$ cat config.mk
export PLATFORM = sky130hd
export DESIGN_NAME = adc_result_format_accumulator
export DESIGN_NICKNAME = d
export VERILOG_FILES = /design/src/hdl/adc_fmt_pkg.sv /design/src/hdl/adc_result_format_accumulator.sv
export SDC_FILE = /design/constraint.sdc
export NUM_CORES = 1
export LEC_CHECK = 0
export BUFFER_PORTS_ARGS = -buffer_cell sky130_fd_sc_hd__buf_2
export CAP_MARGIN = 40
export CELL_PAD_IN_SITES_DETAIL_PLACEMENT = 1
export CELL_PAD_IN_SITES_GLOBAL_PLACEMENT = 1
export CORE_MARGIN = 3
export CORE_UTILIZATION = 25
export CTS_CLUSTER_SIZE = 24
export DETAILED_ROUTE_END_ITERATION = 8
export PLACE_DENSITY = 0.57
export SYNTH_ARGS = -nofsm -noshare
export SYNTH_HDL_FRONTEND = slang
export SYNTH_SLANG_ARGS = --single-unit
$ cat constraint.sdc
create_clock -name sys_clk -period 6.6 [get_ports sys_clk]
set_input_delay 0 -clock sys_clk [delete_from_list [all_inputs] [get_ports sys_clk]]
set_output_delay 0 -clock sys_clk [all_outputs]
set_load 0.05 [all_outputs]
$ cat src/hdl/adc_fmt_pkg.sv
// adc_fmt_pkg: constants shared by the result formatting block.
// assumes a single system clock domain; no software bus.
package adc_fmt_pkg;
   localparam int SAMPLE_W = 12;
   localparam int RESULT_W = 16;
   localparam int CTRL_JUSTIFY_BIT = 2;
   localparam int LEFT_SHIFT = RESULT_W - SAMPLE_W;
   localparam logic [1:0] RPT_1 = 2'h0;
   localparam logic [1:0] RPT_4 = 2'h1;
   localparam logic [1:0] RPT_8 = 2'h2;
   localparam logic [1:0] RPT_16 = 2'h3;
   localparam logic [1:0] RPT_RESET = RPT_1;
   localparam logic [15:0] RESULT_RESET = 16'h0000;
   localparam logic [4:0] COUNT_RESET = 5'h00;
   localparam logic [4:0] SERIES_LEN_1 = 5'h01;
   localparam logic [4:0] SERIES_LEN_4 = 5'h04;
   localparam logic [4:0] SERIES_LEN_8 = 5'h08;
   localparam logic [4:0] SERIES_LEN_16 = 5'h10;
endpackage

$ cat src/hdl/adc_result_format_accumulator.sv
// adc_result_format_accumulator: justifies or sums converter samples into
// a 16-bit result split over two readable bytes.
// assumes sample_valid is a one-cycle pulse from logic on sys_clk.
//
// Functional notes
// - repeat one: each 12-bit unsigned sample replaces the result
// - result split into upper and lower readable bytes
// - control bit 2 selects right (0) or left (1) justification of single samples; sums are always right-justified
// - full scale reads 0x0FFF right, 0xFFF0 left; mid left 0x8000
// - result bits not holding code or sum read as zero
// - repeat above one: result updated only after the last sample
// - sums of 4, 8 or 16 samples, chosen by the repeat field
// - full-scale sums read 0x3FFC, 0x7FF8, 0xFFF0
`timescale 1ns/1ps
module adc_result_format_accumulator
   import adc_fmt_pkg::*;
(
   input wire logic sys_clk,
   input wire logic rst_n,
   input wire logic [7:0] converter_control_reg,
   input wire logic [1:0] repeat_count_field,
   input wire logic sample_valid,
   input wire logic [SAMPLE_W-1:0] sample_code,
   output logic [7:0] result_high_byte,
   output logic [7:0] result_low_byte,
   output logic result_update
);
   logic left_justify_select;
   logic [15:0] result_reg, result_next;
   logic [15:0] acc_reg, acc_next;
   logic [4:0] count_reg, count_next;
   logic [1:0] rpt_reg, rpt_next;
   logic update_reg, update_next;

   // series length from the repeat field
   function automatic logic [4:0] series_len(input logic [1:0] f);
      logic [4:0] n;
      n = SERIES_LEN_1;
      case (f)
         RPT_4: n = SERIES_LEN_4;
         RPT_8: n = SERIES_LEN_8;
         RPT_16: n = SERIES_LEN_16;
         default: n = SERIES_LEN_1;
      endcase
      return n;
   endfunction

   // a code zero-extended to the result width, right-justified
   function automatic logic [15:0] zext_code(input logic [SAMPLE_W-1:0] c);
      return {{LEFT_SHIFT{1'b0}}, c};
   endfunction

   assign left_justify_select = converter_control_reg[CTRL_JUSTIFY_BIT];

   always_comb begin
      result_next = result_reg;
      acc_next = acc_reg;
      count_next = count_reg;
      rpt_next = rpt_reg;
      update_next = 1'b0;
      if (sample_valid) begin
         // repeat field is latched at series start so a mid-series change
         // cannot cut a sum short
         if (count_reg == COUNT_RESET) begin
            rpt_next = repeat_count_field;
         end
         if ((count_reg == COUNT_RESET ? repeat_count_field : rpt_reg)
             == RPT_1) begin
            // unused bits are zero by zero-extension
            if (left_justify_select) begin
               result_next = {sample_code, {LEFT_SHIFT{1'b0}}};
            end else begin
               result_next = zext_code(sample_code);
            end
            update_next = 1'b1;
            count_next = COUNT_RESET;
            acc_next = RESULT_RESET;
         end else begin
            // first sample starts from zero rather than the old sum
            if (count_reg == COUNT_RESET) begin
               acc_next = zext_code(sample_code);
            end else begin
               acc_next = acc_reg + zext_code(sample_code);
            end
            count_next = count_reg + 5'h01;
            // 16 x 0xFFF = 0xFFF0 fits, so no overflow is possible
            if (count_next == series_len(rpt_next)) begin
               result_next = acc_next; // right-justified only
               update_next = 1'b1;
               count_next = COUNT_RESET;
            end
         end
      end
   end

   always_ff @(posedge sys_clk or negedge rst_n) begin
      if (!rst_n) begin
         result_reg <= RESULT_RESET;
         acc_reg <= RESULT_RESET;
         count_reg <= COUNT_RESET;
         rpt_reg <= RPT_RESET;
         update_reg <= 1'b0;
      end else begin
         result_reg <= result_next;
         acc_reg <= acc_next;
         count_reg <= count_next;
         rpt_reg <= rpt_next;
         update_reg <= update_next;
      end
   end

   // check-only state: every sample of the series so far was full scale;
   // no output depends on it, so synthesis drops it
   logic all_full_reg, all_full_next;

   always_comb begin
      all_full_next = all_full_reg;
      if (sample_valid) begin
         if (count_reg == COUNT_RESET) begin
            all_full_next = (sample_code == 12'hFFF);
         end else begin
            all_full_next = all_full_reg && (sample_code == 12'hFFF);
         end
      end
   end

   always_ff @(posedge sys_clk or negedge rst_n) begin
      if (!rst_n) begin
         all_full_reg <= 1'b0;
      end else begin
         all_full_reg <= all_full_next;
      end
   end

   assign result_high_byte = result_reg[15:8];
   assign result_low_byte = result_reg[7:0];
   assign result_update = update_reg;

   AST_SINGLE_RIGHT: assert property (
      @(posedge sys_clk) disable iff (!rst_n)
      sample_valid && count_reg == COUNT_RESET && repeat_count_field == RPT_1
      && !left_justify_select |=> result_reg == {4'h0, $past(sample_code)})
      else $error("single right-justified result wrong");
   AST_SINGLE_LEFT: assert property (
      @(posedge sys_clk) disable iff (!rst_n)
      sample_valid && count_reg == COUNT_RESET && repeat_count_field == RPT_1
      && left_justify_select |=> result_reg == {$past(sample_code), 4'h0})
      else $error("single left-justified result wrong");
   AST_SINGLE_UPDATE: assert property (
      @(posedge sys_clk) disable iff (!rst_n)
      sample_valid && count_reg == COUNT_RESET && repeat_count_field == RPT_1
      |=> update_reg)
      else $error("single sample gave no update");
   AST_FULL_RIGHT: assert property (
      @(posedge sys_clk) disable iff (!rst_n)
      sample_valid && count_reg == COUNT_RESET && repeat_count_field == RPT_1
      && !left_justify_select && sample_code == 12'hFFF
      |=> {result_high_byte, result_low_byte} == 16'h0FFF)
      else $error("full-scale right value wrong");
   AST_FULL_LEFT: assert property (
      @(posedge sys_clk) disable iff (!rst_n)
      sample_valid && count_reg == COUNT_RESET && repeat_count_field == RPT_1
      && left_justify_select && sample_code == 12'hFFF
      |=> {result_high_byte, result_low_byte} == 16'hFFF0)
      else $error("full-scale left value wrong");
   AST_MID_LEFT: assert property (
      @(posedge sys_clk) disable iff (!rst_n)
      sample_valid && count_reg == COUNT_RESET && repeat_count_field == RPT_1
      && left_justify_select && sample_code == 12'h800
      |=> {result_high_byte, result_low_byte} == 16'h8000)
      else $error("mid-scale left value wrong");
   AST_BYTES: assert property (
      @(posedge sys_clk) disable iff (!rst_n)
      sample_valid && count_reg == COUNT_RESET && repeat_count_field == RPT_1
      && !left_justify_select
      |=> result_high_byte == {4'h0, $past(sample_code[11:8])}
      && result_low_byte == $past(sample_code[7:0]))
      else $error("result bytes do not split the result");
   AST_ZERO_BITS: assert property (
      @(posedge sys_clk) disable iff (!rst_n)
      update_reg && rpt_reg == RPT_1 |->
      result_reg[15:12] == 4'h0 || result_reg[3:0] == 4'h0)
      else $error("unused result bits not zero");
   AST_SUM4_BITS: assert property (
      @(posedge sys_clk) disable iff (!rst_n)
      update_reg && rpt_reg == RPT_4 |-> result_reg[15:14] == 2'h0)
      else $error("unused bits of a four-sample sum not zero");
   AST_SUM8_BITS: assert property (
      @(posedge sys_clk) disable iff (!rst_n)
      update_reg && rpt_reg == RPT_8 |-> !result_reg[15])
      else $error("unused bit of an eight-sample sum not zero");
   AST_HOLD: assert property (
      @(posedge sys_clk) disable iff (!rst_n)
      !update_reg |-> result_reg == $past(result_reg))
      else $error("result changed without an update");
   AST_NO_EARLY: assert property (
      @(posedge sys_clk) disable iff (!rst_n)
      sample_valid && count_reg != COUNT_RESET
      && count_reg + 5'h01 != series_len(rpt_reg) |=> !update_reg)
      else $error("result updated before the series ended");
   AST_COUNT: assert property (
      @(posedge sys_clk) disable iff (!rst_n)
      count_reg < series_len(rpt_reg) || count_reg == COUNT_RESET)
      else $error("series count out of range");
   AST_LATCH: assert property (
      @(posedge sys_clk) disable iff (!rst_n)
      !(sample_valid && count_reg == COUNT_RESET) |=> $stable(rpt_reg))
      else $error("repeat count changed inside a series");
   AST_FOUR: assert property (
      @(posedge sys_clk) disable iff (!rst_n)
      sample_valid && count_reg == 5'h03 && rpt_reg == RPT_4
      |=> update_reg && result_reg == $past(acc_reg)
      + {4'h0, $past(sample_code)})
      else $error("four-sample sum wrong");
   AST_FULL_FOUR: assert property (
      @(posedge sys_clk) disable iff (!rst_n)
      update_reg && all_full_reg && rpt_reg == RPT_4
      |-> result_reg == 16'h3FFC)
      else $error("full-scale four-sample sum wrong");
   AST_FULL_EIGHT: assert property (
      @(posedge sys_clk) disable iff (!rst_n)
      update_reg && all_full_reg && rpt_reg == RPT_8
      |-> result_reg == 16'h7FF8)
      else $error("full-scale eight-sample sum wrong");
   AST_FULL_SIXTEEN: assert property (
      @(posedge sys_clk) disable iff (!rst_n)
      update_reg && all_full_reg && rpt_reg == RPT_16
      |-> result_reg == 16'hFFF0)
      else $error("full-scale sixteen-sample sum wrong");
   AST_CLEAR: assert property (
      @(posedge sys_clk) disable iff (!rst_n)
      sample_valid && count_reg == COUNT_RESET && repeat_count_field != RPT_1
      |=> acc_reg == {4'h0, $past(sample_code)} && !update_reg)
      else $error("series did not start from zero");
endmodule

=== Yosys cells after proc, flatten, opt, wreduce, memory -nomap -nowiden ===
Cells that the tools add are included.

* Register bits after elaboration: 40
* Input port bits: 25
* Logic and storage cells: 30

* $add $sub $neg: 2
* Equality and inequality tests: 4
* Mux-type cells: 15
* Reductions and logical operators: 4

{| class="wikitable"
|+ Operator list
! operator !! number
|-
| 16-bit two-way mux || 5
|-
| 5-bit two-way mux || 4
|-
| 16-bit by 12-bit adder with 16-bit output || 1
|-
| 5-bit one-hot mux with 3 select lines || 1
|-
| 5-bit by 1-bit adder with 5-bit output (second input constant) || 1
|-
| 5-bit equality test || 1
|-
| 5-bit zero test || 1
|-
| 2-bit equality test (second input constant) || 2
|-
| 2-bit two-way mux || 2
|-
| 1-bit two-way mux || 3
|-
| 2-bit by 1-bit equality test with 1-bit output (second input constant) || 1
|-
| 2-bit zero test || 1
|-
| 2-bit AND reduction || 1
|-
| 2-bit nonzero test || 1
|}

=== Depth between registers and ports, before layout ===
Gate-level depths: netlist (run 1).

* Depth after elaboration: 11
* Mapped depth: 11
* Mapped depth without buffers: 9

=== Worst setup path before layout (run 1) ===
Ideal clock, no wire load.

* Path kind: register to register
* Start: register count_reg[0]
* End: register count_reg[4]
* Library setup time: 90 ps
* Arrival time: 2644 ps
* Setup slack: 3866 ps
* Stages on the path, launching flop included: 10
* Clock period less this slack: 2734 ps
* Cells stage by stage: dfrtp_1 > inv_1 > ha_1 > or4b_4 > mux2i_1 > xnor2_1 > o31ai_4 > or2_1 > or4_1 > o221ai_1

* Longest elaborated chain between the ends: 10
* Elaborated cells on any way between the ends: 14
* Classes of those cells: 1 x add/sub; 4 x eq/ne; 7 x mux; 2 x reduce/logical

{| class="wikitable"
|+ RTL lines
! element !! line !! source
|-
| start, declared || adc_result_format_accumulator.sv:31 || <nowiki>logic [4:0] count_reg, count_next;</nowiki>
|-
| start signal, assigned || adc_result_format_accumulator.sv:106 || <nowiki>count_reg <= count_next;</nowiki>
|-
| 5-bit zero test || n/a ||
|-
| 2-bit two-way mux || adc_result_format_accumulator.sv:64, adc_result_format_accumulator.sv:67 ||
|-
| 2-bit two-way mux || adc_result_format_accumulator.sv:61 || <nowiki>if (sample_valid) begin</nowiki>
|-
| 2-bit equality test / 2-bit by 1-bit equality test with 1-bit output (equally long branches) || adc_result_format_accumulator.sv:39 || <nowiki>case (f)</nowiki>
|-
| 5-bit one-hot mux with 3 select lines || adc_result_format_accumulator.sv:39 ||
|-
| 5-bit two-way mux || adc_result_format_accumulator.sv:67 || <nowiki>if ((count_reg == COUNT_RESET ? repeat_count_field : rpt_reg)</nowiki>
|-
| 5-bit two-way mux || adc_result_format_accumulator.sv:61 ||
|-
| 5-bit equality test || adc_result_format_accumulator.sv:87 || <nowiki>if (count_next == series_len(rpt_next)) begin</nowiki>
|-
| 5-bit two-way mux || adc_result_format_accumulator.sv:87 ||
|-
| 5-bit two-way mux (*) || adc_result_format_accumulator.sv:67 ||
|}

Mark *: on every way between the ends. The rest lies on a longest branch, timed or not. The select of a mux whose other input is x is not followed.
A chain may end at the register's enable or synchronous reset.

=== Worst setup path after layout (run 1) ===
* Start: register count_reg[0]
* End: register result_reg[3]

* Longest elaborated chain between the ends: 10
* Elaborated cells on any way between the ends: 17
* Classes of those cells: 1 x add/sub; 4 x eq/ne; 8 x mux; 4 x reduce/logical

{| class="wikitable"
|+ RTL lines
! element !! line !! source
|-
| 5-bit zero test || n/a ||
|-
| 2-bit two-way mux || adc_result_format_accumulator.sv:64, adc_result_format_accumulator.sv:67 ||
|-
| 2-bit two-way mux || adc_result_format_accumulator.sv:61 ||
|-
| 2-bit equality test / 2-bit by 1-bit equality test with 1-bit output (equally long branches) || adc_result_format_accumulator.sv:39 ||
|-
| 5-bit one-hot mux with 3 select lines || adc_result_format_accumulator.sv:39 ||
|-
| 5-bit two-way mux || adc_result_format_accumulator.sv:67 ||
|-
| 5-bit two-way mux || adc_result_format_accumulator.sv:61 ||
|-
| 5-bit equality test || adc_result_format_accumulator.sv:87 ||
|-
| 2-bit nonzero test (no line) || n/a ||
|-
| 2-bit AND reduction (no line) || n/a ||
|-
| end signal, assigned || adc_result_format_accumulator.sv:104 || <nowiki>result_reg <= result_next;</nowiki>
|-
| end, declared || adc_result_format_accumulator.sv:29 || <nowiki>logic [15:0] result_reg, result_next;</nowiki>
|}

Several ways; a longest one is shown, not always the timed one. The select of a mux whose other input is x is not followed.

==> metrics.cfg, run 1 <==
[sta]
fmax_mhz = 293
finalSetupViolCount = 0
hold_violations = 0
period_share_pct = 51.8
slew-limit-headroom_pct = 40.3
fin_skew_ps = 4.31
fin_crit_ps = 3420
slew_viol_final = 0
totalNegativeSetupSlack_ps = 0
tightestPinTransition_ps = 887
rsz0062_at_grt = no

[synthesis]
synth_cell_types = 61
syn_area_sq_um = 2950
ys_ff_latch = 40
synth_edf_count = 0
synthArstFlopShare_pct = 100
synth_top_cell_by_area = dfrtp_1
syn_inst = 327
synth.area.top_cells = dfrtp_1 (34%), ha_1 (5.9%), mux2i_1 (5.4%)
seq_area_frac_synth_pct = 34.0
synth_top_area_share_pct = 34.0
synth_area_per_cell_sq_um = 9.01
synth_ff_type = dfrtp_1
synthesis.nets = 367
yosysWarningCount = 0

[finish]
antenna_cells = 0
num-nets-final = 397
layout-drive-gt1-share_pct = 17.4
final_common_cell = dfrtp_1
mostFrequentLayoutCells = dfrtp_1 (40), nand2_1 (34), buf_2 (34)
syn_to_final_growth_pct = 15.5

[routing]
drtIter0Drc = 93
ant_nets = 0
wire_per_inst_microns = 17.6
routed_via_density = 4.95
first_pass_iters = 4
detailroute.via_count = 2477
wl_microns = 8780
drcViolationCount = 0

[critical_path]
cp_slowest_stage_delay_ps = 650
crit_type = flip-flop to flip-flop
path_cells = inv_1 > ha_1 > nor4b_4 > buf_4 > nor3_1 > a21oi_1 > o31ai_4 > o21ai_4 > inv_4 > mux2_1
crit_buf_inv = 3
critPathCapture = result_reg[3]$_DFFE_PN0P_
cp_top_family = compound AO/OA/AOI/OAI gates
critPathCaptureType = flip-flop
cp_slowest_cell = a21oi_1
crit_start = count_reg[0]$_DFFE_PN0P_
reg2reg_slack_ps = 3180
reg2reg_depth = 10
cp_data_arrival_time_ps = 3580
cp-start-kind = flip-flop
worst_ep_required_time_ps = 6760
reg2reg_to = result_reg[3]$_DFFE_PN0P_
rr_startpoint = count_reg[0]$_DFFE_PN0P_
path_depth = 10
worst-path-max-fanout = 21

[clock_network]
clockBufferDepth = 2
path_clk_slew_ps = 60
root_buffer = clkbuf_16
cts_tree = built
cts_sinks = 40
cts_max_level = 2
cts_resized = 0
insertion_delay_ps = 280
cts_buffers = 5

[global_route]
grt-ovfl-total = 0
grt_pass1_vias = 2695
grt_max_degree = 28
grt_use_total_pct = 14.4
antenna_found_initial = 0
grt_pass1_wl_microns = 14800

[min_path]
min_from = sample_code[11]
worstHoldPathType = input pin to flip-flop

[floorplanning]
die_h_microns = 115
die-area_sq_um = 13100
core_sq_um = 11500
io_pins = 42
rows = 39
start_util_pct = 25.7
die_x_microns = 115

[power_and_ir_drop]
p_leak_nw = 1.54
totalPowerFinal_mw = 1.76
ir_worst_vdd_mv = 0.171
cellPowerDensity_nw_per_um2 = 519

[place]
portBuffers = 34
routabilityCongestion = 0.819
hpwl_microns = 6740

[flow_run]
drv_cap = 0

[outcome]
status = completed

[worst min path at each step]
stage	cells after the start	slack, ps	end
after global placement	1	240	count_reg[2]$_DFFE_PN0P_
after CTS	3	40	result_reg[15]$_DFFE_PN0P_
after floorplan	0	-300	acc_reg[0]$_DFFE_PN0P_
after detailed placement	1	-50	count_reg[2]$_DFFE_PN0P_
final	3	30	result_reg[15]$_DFFE_PN0P_
after global routing	3	50	result_reg[15]$_DFFE_PN0P_
[repair_timing]
action,CTS,global route
hold buffers,2,0
buffers inserted,0,0
endpoints found under the hold margin,23,0
setup endpoints to repair,0,0
[where the power goes]
group          internal (mW)  total [mW]  switching (mW)
Clock                  0.138       0.235          0.0971
Sequential             0.354       0.454           0.100
Combinational          0.396        1.07           0.679
Total                  0.887        1.76           0.877
[per-layer routing]
layer / global-route usage, % / wire length [microns] / up-vias
li1: - / - / 1244
met1: 20.5 / 4420 / 1184
met2: 22.4 / 3980 / 39
met3: 2.59 / 248 / 10
met4: 3.72 / 129 / 0
met5: 0 / 0 / -
[cell families (layout without fill, tap and decap cells)]
| logic type | after synthesis | after routing | share of synthesized area (%) |
|---|---|---|---|
| buffers and inverters | 33 | 63 | 5.44 |
| AND/OR/NAND/NOR | 105 | 105 | 18.3 |
| XOR/XNOR | 12 | 12 | 3.57 |
| flip-flops | 40 | 40 | 34.0 |
| multiplexers | 23 | 23 | 8.24 |
| adder cells (fa/ha/maj) | 15 | 15 | 6.63 |
| AO/OA/AOI/OAI | 99 | 99 | 23.8 |
[worst reg2reg max path: stages (launching register included)]
cell and delay (ps):
dfrtp_1 460, inv_1 150, ha_1 180, nor4b_4 180, buf_4 310, nor3_1 100
a21oi_1 650, o31ai_4 200, o21ai_4 580, inv_4 150, mux2_1 340
[layout make-up]
class	count	area [sq um]
Clock inverter	1	5.00
Sequential cell	40	1000
Inverter	15	58.8
Tap cell	143	179
Fill cell	1330	8070
Timing Repair Buffer	41	244
Multi-Input combinational cell	254	1780
Clock buffer	6	129
[cells in the mapped netlist (4+ instances only)]
library cell and number:
a21oi_1 19, nand2_1 34, o21ai_1 5, nand2b_1 4, a21o_1 10, mux2i_1 16, xor2_1 7, ha_1 14
inv_1 14, mux2_2 4, a31oi_1 5, xnor2_1 5, and3_1 5, nor2_1 27, dfrtp_1 40, a22o_1 4
nand3_1 9, nor3_1 7, clkbuf_1 9, o21ai_0 23
[stage by stage]
step | cell area, sq um | instances | setup slack, ps | hold slack, ps | utilization, %
5_1_grt | 3400 | 500 | 2890 | 46.3 | 29.7
3_3_place_gp | 3220 | 489 | 3200 | 238 | 28.0
4_1_cts | 3400 | 500 | 3090 | 36.9 | 29.7
3_5_place_dp | 3250 | 491 | 3120 | -48.4 | 28.3
6_report | 3400 | 500 | 3180 | 34.9 | 29.7
2_1_floorplan | 2950 | 327 | 3870 | -296 | -
(Power assumes the default switching activity.)
==> inputs of run 2 (changes only) <==
--- a/config.mk
+++ b/config.mk
@@ -13,7 +13,7 @@
 export CORE_UTILIZATION = 25
 export CTS_CLUSTER_SIZE = 24
 export DETAILED_ROUTE_END_ITERATION = 8
-export PLACE_DENSITY = 0.57
+export PLACE_DENSITY = 0.58
 export SYNTH_ARGS = -nofsm -noshare
 export SYNTH_HDL_FRONTEND = slang
 export SYNTH_SLANG_ARGS = --single-unit
==> constraint.sdc (replaced) <==
create_clock -name sys_clk -period 2.9 [get_ports sys_clk]
set_input_delay 0 -clock sys_clk [delete_from_list [all_inputs] [get_ports sys_clk]]
set_output_delay 0 -clock sys_clk [all_outputs]
set_load 0.05 [all_outputs]
==> metrics.cfg, run 2 (synthesis gave the netlist of run 1 again) <==
[routing]
wl_microns = 9330  ; +6.3%
first_pass_iters = 4  ; unchanged
drcViolationCount = 0  ; unchanged
drtIter0Drc = 104  ; +12%
wire_per_inst_microns = 18.2  ; +3.8%
ant_nets = 0  ; unchanged
routed_via_density = 5.13  ; +3.5%
detailroute.via_count = 2625  ; +6.0%

[sta]
fmax_mhz = 360  ; +23%
period_share_pct = 95.8  ; +44 points
holdWs_ps = 8.43  ; -26.5 ps
finalSetupViolCount = 0  ; unchanged
totalNegativeSetupSlack_ps = 0  ; unchanged
slew-limit-headroom_pct = 62.6  ; +22 points
tightestPinTransition_ps = 555  ; -332 ps
slew_viol_final = 0  ; unchanged
hold_violations = 0  ; unchanged
fin_crit_ps = 2780  ; -638 ps
rsz0062_at_grt = yes
fin_skew_ps = 4.46  ; +0.148 ps

[clock_network]
path_clk_slew_ps = 60  ; about the same
root_buffer = clkbuf_16
clockBufferDepth = 2  ; unchanged
cts_buffers = 5  ; unchanged
insertion_delay_ps = 280  ; about the same
postCtsSetupBuffers = 0  ; unchanged
cts_sinks = 40  ; unchanged
cts_tree = built
cts_max_level = 2  ; unchanged

[critical_path]
cp_data_arrival_time_ps = 2950  ; -630 ps
reg2reg_depth = 9  ; -1
reg2reg_to = result_reg[11]$_DFFE_PN0P_
worst_ep_required_time_ps = 3070  ; -3690 ps
cp-start-kind = flip-flop
critPathCapture = result_reg[11]$_DFFE_PN0P_
worst-path-max-fanout = 4  ; -81%
path_depth = 9  ; -1
crit_type = flip-flop to flip-flop
cp_slowest_stage_delay_ps = 490  ; -160 ps
rr_startpoint = count_reg[0]$_DFFE_PN0P_
reg2reg_slack_ps = 120  ; -3060 ps
critPathCaptureType = flip-flop
path_cells = inv_1 > ha_1 > nor4b_4 > mux2i_2 > mux2_4 > o21a_1 > or3_1 > a21boi_0 > o22a_1
crit_buf_inv = 1  ; -2
cp_slowest_cell = or3_1
cp_top_family = simple AND/OR/NAND/NOR gates
crit_start = count_reg[0]$_DFFE_PN0P_

[place]
portBuffers = 34  ; unchanged
routabilityCongestion = 0.771  ; -5.9%
hpwl_microns = 7130  ; +5.7%

[floorplanning]
start_util_pct = 25.7  ; unchanged
rows = 39  ; unchanged
die-area_sq_um = 13100  ; unchanged
core_sq_um = 11500  ; unchanged
io_pins = 42  ; unchanged
die_h_microns = 115  ; unchanged
die_x_microns = 115  ; unchanged

[global_route]
antenna_found_initial = 0  ; unchanged
grt_pass1_vias = 2776  ; +3.0%
grt-ovfl-total = 0  ; unchanged
grt_max_degree = 28  ; unchanged
grt_use_total_pct = 14.8  ; +0.38 points
grt_pass1_wl_microns = 15200  ; +2.7%

[power_and_ir_drop]
p_leak_nw = 1.63  ; +5.3%
ir_worst_vdd_mv = 0.370  ; +120%
cellPowerDensity_nw_per_um2 = 1210  ; +130%

[finish]
final_common_cell = dfrtp_1
layout-drive-gt1-share_pct = 21.4  ; +4.0 points
num-nets-final = 408  ; +2.8%
mostFrequentLayoutCells = dfrtp_1 (40), nand2_1 (34), buf_2 (34)
antenna_cells = 0  ; unchanged
syn_to_final_growth_pct = 19.9

[outcome]
status = completed

[flow_run]
drv_cap = 0  ; unchanged

[min_path]
min_from = repeat_count_field[0]
worstHoldPathType = input pin to flip-flop

## run 2: cell count changes in the layout (fill, tap and decap cells not counted), sizes merged
cell         change
bufinv           +1
dlygate4sd3      -1
buf             +12
## run 2: tightest hold or removal path, cell delays in order
cell and delay [ps]:
buf_2 130, nand3_1 70, nand2_1 40
## run 2: what timing repair did
item | CTS | global route
hold endpoints to repair | 40 | 0
hold buffers | 1 | 0
setup endpoints to repair | 0 | 18
gates resized for setup | 0 | 4
## run 2: how the worst min path moves through the flow
stage,end,slack (ps),cells past startpoint
floorplan,acc_reg[0]$_DFFE_PN0P_,-300,0
global placement,rpt_reg[1]$_DFFE_PN0P_,220,1
detailed placement,rpt_reg[0]$_DFFE_PN0P_,-60,1
CTS,rpt_reg[0]$_DFFE_PN0P_,5,3
global route,rpt_reg[0]$_DFFE_PN0P_,20,3
finish,rpt_reg[0]$_DFFE_PN0P_,8,3
## run 2: layer usage
metal | track usage (%) | part of all wire (%) | vias up | routed length, microns
li1 | - | - | 1266 | -
met1 | 20.3 | 49 | 1313 | 4590
met2 | 24.8 | 47 | 41 | 4430
met4 | 2.85 | 0.69 | 0 | 64
met3 | 2.01 | 2.8 | 5 | 257
met5 | 0 | 0 | - | 0
## run 2: report_power, final
group | total (mW) | leakage (nW) | switching (mW) | internal [mW]
clock network | 0.638 | 0.0808 | 0.232 | 0.405
logic | 2.63 | 1.05 | 1.64 | 0.993
registers | 1.02 | 0.492 | 0.212 | 0.806
## run 2: final cells by class
cell class | count | area (sq um)
Clock inverter | 2 | 35.0
Multi-Input combinational cell | 254 | 1810
Tap cell | 143 | 179
Inverter | 15 | 58.8
Sequential cell | 40 | 1000
Clock buffer | 6 | 129
Fill cell | 1343 | 7940
Timing Repair Buffer | 52 | 320
## run 2: per-stage QoR
step / total power [mW] / instance area [sq um] / instances / setup WS [ps] / utilization [%]
floorplan: 2.93 / 2950 / 327 / 166 / -
CTS: 4.29 / 3510 / 512 / 6.00 / 30.6
detailed placement: 3.61 / 3330 / 503 / 44.9 / 29.1
global route: 4.64 / 3530 / 512 / -7.28 / 30.8
finish: 4.29 / 3530 / 512 / 122 / 30.8
global placement: 3.55 / 3310 / 501 / 82.2 / 28.8
